`src/rtl/sbpdm_pkg.sv`:
```
/*
 sbpdm_pkg: constants, register offsets and carrier types for the
 six-bit port data mux.
 Assumes a 32-bit APB slave with word-aligned registers.
*/
package sbpdm_pkg;
   localparam int PORT_W = 6;
   localparam int ADDR_W = 8;
   // register byte offsets
   localparam logic [ADDR_W-1:0] OFF_DATA = 8'h00;
   localparam logic [ADDR_W-1:0] OFF_DIR = 8'h04;
   localparam logic [ADDR_W-1:0] OFF_CTRL = 8'h08;
   localparam logic [ADDR_W-1:0] OFF_PIE = 8'h0C;
   localparam logic [ADDR_W-1:0] OFF_IST = 8'h10;
   localparam logic [ADDR_W-1:0] OFF_IMSK = 8'h14;
   localparam logic [ADDR_W-1:0] OFF_PIN = 8'h18;
   // reset values
   localparam logic [PORT_W-1:0] RST_DATA = 6'h00;
   localparam logic [PORT_W-1:0] RST_DIR = 6'h00;
   // pin positions
   localparam int BIT_IRQ = 5;
   localparam int BIT_TRG1 = 5;
   localparam int BIT_TRG0 = 4;
   localparam int BIT_SUPPLY = 2;
   localparam int BIT_NMI = 1;
   // control register fields
   localparam int CTRL_IRQ_EN = 0;
   localparam int CTRL_SUP_EN = 1;
   localparam int CTRL_OC_EN = 2;
   // read-only view of the non-maskable latch
   localparam int CTRL_NMI_LT = 3;
   // status fields: [5:0] pin edge events, [6] over-current
   localparam int IST_OC = 6;
   localparam int IST_W = 7;

   typedef struct packed {
      logic [PORT_W-1:0] out;
      logic [PORT_W-1:0] oe_n;
   } sbpdm_pad_t;

   typedef struct packed {
      logic irq_en;
      logic sup_en;
      logic oc_en;
   } sbpdm_ctrl_t;
endpackage : sbpdm_pkg

```
`src/rtl/sbpdm_port.sv`:
```
/*
 sbpdm_port: six-bit general-purpose port with alternate-function
 priority, interrupt pin taps, trigger taps and switched supply.
 Assumes an APB master on mclk_i, a PWM block giving per-bit enables
 and levels, and a CPU giving the non-maskable mask bit level.
*/
`timescale 1ns/1ns
// Functional notes
// - GPIO output drives stored data bit
// - read returns data if output, else pin
// - bit 5 level feeds maskable interrupt
// - maskable enable forces bit 5 input
// - maskable function beats PWM and GPIO
// - enabled PWM channel beats GPIO
// - pin interrupts in input or output mode
// - bits 5,4 tap triggers, no side effect
// - bit 1 level feeds non-maskable interrupt
// - first mask clear latches bit 1 input
// - non-maskable function beats PWM and GPIO
// - supply on its own output, not pin bit 2, with over-current interrupt
// - direction 1 output, 0 input
// - PWM forces output, direction unchanged
module sbpdm_port
   import sbpdm_pkg::*;
(
   // clock and reset
   input wire logic mclk_i,
   input wire logic rst_i,
   // apb slave
   input wire logic psel_i,
   input wire logic penable_i,
   input wire logic pwrite_i,
   input wire logic [ADDR_W-1:0] paddr_i,
   input wire logic [31:0] pwdata_i,
   output logic [31:0] prdata_o,
   output logic pready_o,
   output logic pslverr_o,
   // pins
   input wire logic [PORT_W-1:0] pin_i,
   output logic [PORT_W-1:0] pin_o,
   output logic [PORT_W-1:0] pin_oe_n_o,
   // pwm channels
   input wire logic [PORT_W-1:0] pwm_en_i,
   input wire logic [PORT_W-1:0] pwm_out_i,
   // cpu mask bit and over-current detector
   input wire logic nmi_mask_i,
   input wire logic over_current_i,
   // taps toward interrupt and trigger logic
   output logic maskable_irq_o,
   output logic nonmaskable_irq_o,
   output logic [1:0] external_trigger_tap_o,
   output logic switched_external_supply_o,
   output logic irq_o
);
   logic [PORT_W-1:0] port_p_data_bits_q;
   logic [PORT_W-1:0] port_p_data_bits_d;
   logic [PORT_W-1:0] port_p_direction_bits_q;
   logic [PORT_W-1:0] port_p_direction_bits_d;
   sbpdm_ctrl_t ctrl_q;
   sbpdm_ctrl_t ctrl_d;
   logic [PORT_W-1:0] pie_q;
   logic [PORT_W-1:0] pie_d;
   logic [IST_W-1:0] ist_q;
   logic [IST_W-1:0] ist_d;
   logic [IST_W-1:0] imsk_q;
   logic [IST_W-1:0] imsk_d;
   logic nmi_latch_q;
   logic nmi_latch_d;
   logic [PORT_W-1:0] pin_prev_q;
   logic [PORT_W-1:0] pin_prev_d;
   logic [PORT_W-1:0] pin_sync;
   logic [PORT_W-1:0] force_in;
   logic [PORT_W-1:0] rd_data;
   logic [31:0] rd_word;
   logic [31:0] prdata_d;
   logic [31:0] prdata_q;
   logic wr_en;
   logic rd_en;
   logic hit;
   logic [IST_W-1:0] ev;
   sbpdm_pad_t pad;

   // match one register offset
   function automatic logic sel(input logic [ADDR_W-1:0] a,
                                input logic [ADDR_W-1:0] off);
      sel = (a == off);
   endfunction : sel

   sbpdm_sync u_sync (
      .mclk_i(mclk_i),
      .rst_i(rst_i),
      .d_i(pin_i),
      .q_o(pin_sync)
   );

   // every register is a flop, so no wait states
   assign pready_o = 1'b1;
   assign wr_en = psel_i & penable_i & pwrite_i;
   assign rd_en = psel_i & ~penable_i & ~pwrite_i;

   // forced-input map for the interrupt pins
   always_comb
   begin
      force_in = '0;
      force_in[BIT_IRQ] = ctrl_q.irq_en;
      force_in[BIT_NMI] = nmi_latch_q;
   end

   // forced bits float: the pin is only watched then
   // pad drive, one bit per lane
   genvar gi;
   generate
      for (gi = 0; gi < PORT_W; gi++)
      begin : g_pad
         always_comb
         begin
            if (force_in[gi])
            begin
               pad.out[gi] = 1'b0;
               pad.oe_n[gi] = 1'b1;
            end
            else if (pwm_en_i[gi])
            begin
               pad.out[gi] = pwm_out_i[gi];
               pad.oe_n[gi] = 1'b0;
            end
            else
            begin
               pad.out[gi] = port_p_data_bits_q[gi];
               pad.oe_n[gi] = ~port_p_direction_bits_q[gi];
            end
         end
      end
   endgenerate

   assign pin_o = pad.out;
   assign pin_oe_n_o = pad.oe_n;

   assign maskable_irq_o = ctrl_q.irq_en & pin_sync[BIT_IRQ];
   assign nonmaskable_irq_o = nmi_latch_q & pin_sync[BIT_NMI];
   // trigger taps only observe the pin
   assign external_trigger_tap_o = {pin_sync[BIT_TRG1],
                                    pin_sync[BIT_TRG0]};
   // supply follows enable alone, not driven on pin bit 2
   assign switched_external_supply_o = ctrl_q.sup_en;

   assign rd_data = (port_p_direction_bits_q & port_p_data_bits_q)
                    | (~port_p_direction_bits_q & pin_sync);

   // event sources
   always_comb
   begin
      ev = '0;
      ev[PORT_W-1:0] = pie_q & (pin_sync ^ pin_prev_q);
      ev[IST_OC] = ctrl_q.oc_en & ctrl_q.sup_en & over_current_i;
   end

   always_comb
   begin
      port_p_data_bits_d = port_p_data_bits_q;
      port_p_direction_bits_d = port_p_direction_bits_q;
      ctrl_d = ctrl_q;
      pie_d = pie_q;
      imsk_d = imsk_q;
      ist_d = ist_q;
      // prev and sync both reset low: no false edge
      pin_prev_d = pin_sync;
      // no bus write reaches the latch
      // sticky once mask bit clears
      nmi_latch_d = nmi_latch_q | ~nmi_mask_i;
      if (wr_en)
      begin
         if (sel(paddr_i, OFF_DATA))
         begin
            port_p_data_bits_d = pwdata_i[PORT_W-1:0];
         end
         else if (sel(paddr_i, OFF_DIR))
         begin
            port_p_direction_bits_d = pwdata_i[PORT_W-1:0];
         end
         else if (sel(paddr_i, OFF_CTRL))
         begin
            ctrl_d.irq_en = pwdata_i[CTRL_IRQ_EN];
            ctrl_d.sup_en = pwdata_i[CTRL_SUP_EN];
            ctrl_d.oc_en = pwdata_i[CTRL_OC_EN];
         end
         else if (sel(paddr_i, OFF_PIE))
         begin
            pie_d = pwdata_i[PORT_W-1:0];
         end
         else if (sel(paddr_i, OFF_IST))
         begin
            ist_d = ist_q & ~pwdata_i[IST_W-1:0];
         end
         else if (sel(paddr_i, OFF_IMSK))
         begin
            imsk_d = pwdata_i[IST_W-1:0];
         end
      end
      // set wins over a same-cycle clear
      ist_d = ist_d | ev;
   end

   always_comb
   begin
      hit = 1'b1;
      // upper bits read as zero
      rd_word = '0;
      if (sel(paddr_i, OFF_DATA))
      begin
         rd_word[PORT_W-1:0] = rd_data;
      end
      else if (sel(paddr_i, OFF_DIR))
      begin
         rd_word[PORT_W-1:0] = port_p_direction_bits_q;
      end
      else if (sel(paddr_i, OFF_CTRL))
      begin
         rd_word[CTRL_IRQ_EN] = ctrl_q.irq_en;
         rd_word[CTRL_SUP_EN] = ctrl_q.sup_en;
         rd_word[CTRL_OC_EN] = ctrl_q.oc_en;
         rd_word[CTRL_NMI_LT] = nmi_latch_q;
      end
      else if (sel(paddr_i, OFF_PIE))
      begin
         rd_word[PORT_W-1:0] = pie_q;
      end
      else if (sel(paddr_i, OFF_IST))
      begin
         rd_word[IST_W-1:0] = ist_q;
      end
      else if (sel(paddr_i, OFF_IMSK))
      begin
         rd_word[IST_W-1:0] = imsk_q;
      end
      else if (sel(paddr_i, OFF_PIN))
      begin
         rd_word[PORT_W-1:0] = pin_sync;
      end
      else
      begin
         hit = 1'b0;
      end
   end

   // read data captured in setup, held through access
   always_comb
   begin
      if (rd_en)
      begin
         prdata_d = rd_word;
      end
      else
      begin
         prdata_d = prdata_q;
      end
   end

   // unmapped addresses answer with an error
   assign pslverr_o = psel_i & penable_i & ~hit;
   assign prdata_o = prdata_q;
   assign irq_o = |(ist_q & imsk_q);

   always_ff @(posedge mclk_i)
   begin
      // only reset clears the latch; data also clears on a bus write of zero
      if (rst_i)
      begin
         port_p_data_bits_q <= RST_DATA;
         port_p_direction_bits_q <= RST_DIR;
         ctrl_q <= '0;
         pie_q <= '0;
         ist_q <= '0;
         imsk_q <= '0;
         nmi_latch_q <= 1'b0;
         pin_prev_q <= '0;
         prdata_q <= '0;
      end
      else
      begin
         port_p_data_bits_q <= port_p_data_bits_d;
         port_p_direction_bits_q <= port_p_direction_bits_d;
         ctrl_q <= ctrl_d;
         pie_q <= pie_d;
         ist_q <= ist_d;
         imsk_q <= imsk_d;
         nmi_latch_q <= nmi_latch_d;
         pin_prev_q <= pin_prev_d;
         prdata_q <= prdata_d;
      end
   end
endmodule : sbpdm_port

```
`src/rtl/sbpdm_sync.sv`:
```
/*
 sbpdm_sync: two-stage synchroniser for the port pin inputs.
 Assumes pins are asynchronous to mclk_i; reset is synchronous.
*/
`timescale 1ns/1ns
module sbpdm_sync
   import sbpdm_pkg::*;
(
   // clock and reset
   input wire logic mclk_i,
   input wire logic rst_i,
   // data
   input wire logic [PORT_W-1:0] d_i,
   output logic [PORT_W-1:0] q_o
);
   logic [PORT_W-1:0] s1_q;
   logic [PORT_W-1:0] s1_d;
   logic [PORT_W-1:0] s2_q;
   logic [PORT_W-1:0] s2_d;

   always_comb
   begin
      s1_d = d_i;
      s2_d = s1_q;
   end

   always_ff @(posedge mclk_i)
   begin
      if (rst_i)
      begin
         s1_q <= '0;
         s2_q <= '0;
      end
      else
      begin
         s1_q <= s1_d;
         s2_q <= s2_d;
      end
   end

   assign q_o = s2_q;
endmodule : sbpdm_sync

```
`config.mk`:
```
export PLATFORM = sky130hd
export DESIGN_NAME = sbpdm_port
export DESIGN_NICKNAME = d
export VERILOG_FILES = /design/src/rtl/sbpdm_pkg.sv /design/src/rtl/sbpdm_port.sv /design/src/rtl/sbpdm_sync.sv
export SDC_FILE = /design/constraint.sdc
export NUM_CORES = 1
export LEC_CHECK = 0
export BUFFER_PORTS_ARGS = -buffer_cell sky130_fd_sc_hd__buf_2
export CAP_MARGIN = 25
export CORE_AREA = 2 2 81 114
export DETAILED_ROUTE_END_ITERATION = 10
export DIE_AREA = 0 0 83 116
export GPL_TIMING_DRIVEN = 0
export HOLD_SLACK_MARGIN = 0.15
export PLACE_DENSITY_LB_ADDON = 0.25
export SYNTH_ARGS = -nofsm -noshare
export SYNTH_HDL_FRONTEND = slang
export SYNTH_SLANG_ARGS = --single-unit
export TNS_END_PERCENT = 10
```
`constraint.sdc`:
```
create_clock -name mclk_i -period 2.2 [get_ports mclk_i]
set_clock_uncertainty 0.15 [all_clocks]
set_input_delay 0.44 -clock mclk_i [delete_from_list [all_inputs] [get_ports mclk_i]]
set_output_delay 0.44 -clock mclk_i [all_outputs]
set_load 0.01 [all_outputs]
```
==> impl_metrics.toml <==
[cells_and_area]
num-nets-final = 482
fin_cells = 525
area_delta_synth_final_pct = 29.61
final_cell_mix = "buf_2, dfxtp_1, mux2i_1, nor2_1, buf_4"
fin_area_sq_mm = 0.003845
drive_gt1_frac = 0.3143
antenna_cells = 0
final_common_cell = "buf_2"

[global_routing]
grt_antenna_before_repair = 0
overflow = 0
grt_pass1_vias = 2471
grt_first_pass_wirelength_um = 12650
grt_usage = 0.1738
grt_max_degree = 11

[sta]
rsz0062_at_grt = "true"
fin_crit_ns = 2.239
relSlewSlack = 0.4652
fin_ws_ns = -0.03933
drv_slew = 0
setup_viol = 6
final.period_utilization = 1.018
hold_violations = 0
worst_pin_slew_ns = 0.7962
fmax_mhz = 446.6

[die]
io-pin-count = 117
rows = 40
start_util = 0.3466
core_area_sq_mm = 0.008558
die_w_um = 83
chipHeight_um = 116
die_area_sq_mm = 0.009628

[cts]
cts-root-buf = "clkbuf_16"
clock_latency_ns = 0.33
cts_tree = "yes"
cts_sinks = 61
cts_max_level = 3
clk_pin_slew_ns = 0.05
clk_path_buf_depth = 2
cts_inserted_buffers = 9

[yosys]
async_reset_ff_frac = 0
ys_ff_latch = 61
synth_top_cell_by_area = "dfxtp_1"
ys_top_cells_by_area = "dfxtp_1, mux2i_1, buf_4, nor2_1, nor2b_1"
syn_inst = 312
ys_types = 43
synth_ff_type = "dfxtp_1"
syn_area_sq_mm = 0.002967
yosys_warnings = 0
seq_area_frac_synth = 0.4116
synth-edff-count = 0
avgSynthCellArea_sq_um = 9.508
netlist.area_leader.share = 0.4116

[pwr]
ir_worst_vdd_mv = 0.4498
p_leak_nw = 1.771
power_density_mw_per_mm2 = 688.3

[detailed_routing]
dr.first_iter.drc_count = 147
drc_errors = 0
ant_nets = 0
vias_per_cell = 4.901
wirelength_um = 8016
via_count = 2573
dr.pass1.iters = 5
post_drt_wl_per_cell_um = 15.27

[placed_design]
hpwl_um = 5911
dpl.cell_count = 507
portBuffers = 65
placed_cell_area_sq_mm = 0.003521
gp_congestion = 0.8455

[critical_path]
start_kind = "input pin"
cp-end-kind = "flip-flop"
critPathKind = "in2reg"
crit_required_ns = 2.24
arrival_ns = 2.28
worstPathMaxFanout = 6

[run]
cap_violations = 0

[min_path]
min_path_type = "in2reg"

[outcome]
violations = "negative setup slack"
outcome = "finished, violations left"
## Yosys cell counts, drive strengths merged, types with 5 or more instances
cell     n
xor2     6
nand3    5
nor2    36
a311oi   7
a21oi   11
mux2    10
dfxtp   61
mux2i   40
nor2b   20
inv      5
buf     33
nand2   14
clkbuf   9
o21ai   10
## cells by family (layout without fill, tap and decap cells)
| logic type | Yosys count | count (layout) | share of synthesized area |
|---|---|---|---|
| AND/OR/NAND/NOR | 99 | 99 | 0.1809 |
| flip-flops | 61 | 61 | 0.4116 |
| multiplexers | 52 | 52 | 0.1881 |
| buffers and inverters | 47 | 131 | 0.09574 |
| AO/OA/AOI/OAI | 45 | 45 | 0.1033 |
| XOR/XNOR | 6 | 6 | 0.01771 |
| other | 2 | 26 | 0.002532 |
## repair_timing
item | 4_1_cts | 5_1_grt
gates resized for setup | 7 | 5
endpoints found under the setup margin | 19 | 24
pin swaps | 2 | 3
hold buffers | 1 | 0
hold endpoints to repair | 1 | 0
setup buffers | 2 | 1
## layout make-up
class	count	area (sq um)
clock buffer	12	256.5
fill	873	4713
multi-input combinational	228	1562
clock inverter	2	10.01
sequential	61	1221
tap	105	131.4
inverter	5	18.77
buffer	42	280.3
timing repair buffer	70	365.4
## path summary, 6_finish.rpt
kind	from	end	cells after the start	slack (ns)
min reg2reg	u_sync.s1_q[2]	u_sync.q_o[2]	1	0.28
max reg2reg	port_p_direction_bits_q[2]	prdata_o[2]	4	0.30
min	pin_i[2]	u_sync.s1_q[2]	2	0.17
max	paddr_i[6]	port_p_data_bits_q[0]	6	-0.04
## per-layer routing
metal	track usage	vias up	wire (um)
met3	0.05128	16	625
met5	0	-	0
met2	0.2844	120	3828
met1	0.2004	1186	3287
li1	-	1251	-
met4	0.1082	0	274
## where the power goes
group | internal [W] | total [W] | switching, W | leakage, nW
sequential | 0.00112 | 0.00113 | 0.00000986 | 0.495
combinational | 0.000116 | 0.000259 | 0.000143 | 1.14
clock | 0.000804 | 0.00125 | 0.000451 | 0.134
## stage by stage
stage,hold WS [ns],utilization,setup TNS [ns],total power [W],worst slack [ns]
after CTS,0.1643,0.4472,-0.3038,0.002663,-0.04239
final,0.1730,0.4493,-0.1146,0.002646,-0.03933
after global placement,0.2668,0.4105,-15.37,0.001403,-0.6627
after floorplan,0.2638,-,0,0.001308,0.02858
after detailed placement,0.2756,0.4114,-13.23,0.001406,-0.5320
after global routing,0.1642,0.4493,-0.4729,0.002756,-0.09356
## registers in the layout, summed over array words and instances, names as in the netlist, 2 cells and up
register / cells
ist_q: 7
port_p_direction_bits_q: 6
port_p_data_bits_q: 6
u_sync.s1_q: 6
pie_q: 6
prdata_o: 7
imsk_q: 7
ctrl_q: 2
u_sync.q_o: 6
pin_prev_q: 6
## worst max-delay path, stage by stage
cell and delay [ns]:
buf_2 0.11, or4_4 0.53, buf_6 0.15, nor4_4 0.71, mux2i_1 0.27, nor2_1 0.06
Power figures use the tool's default switching activity.
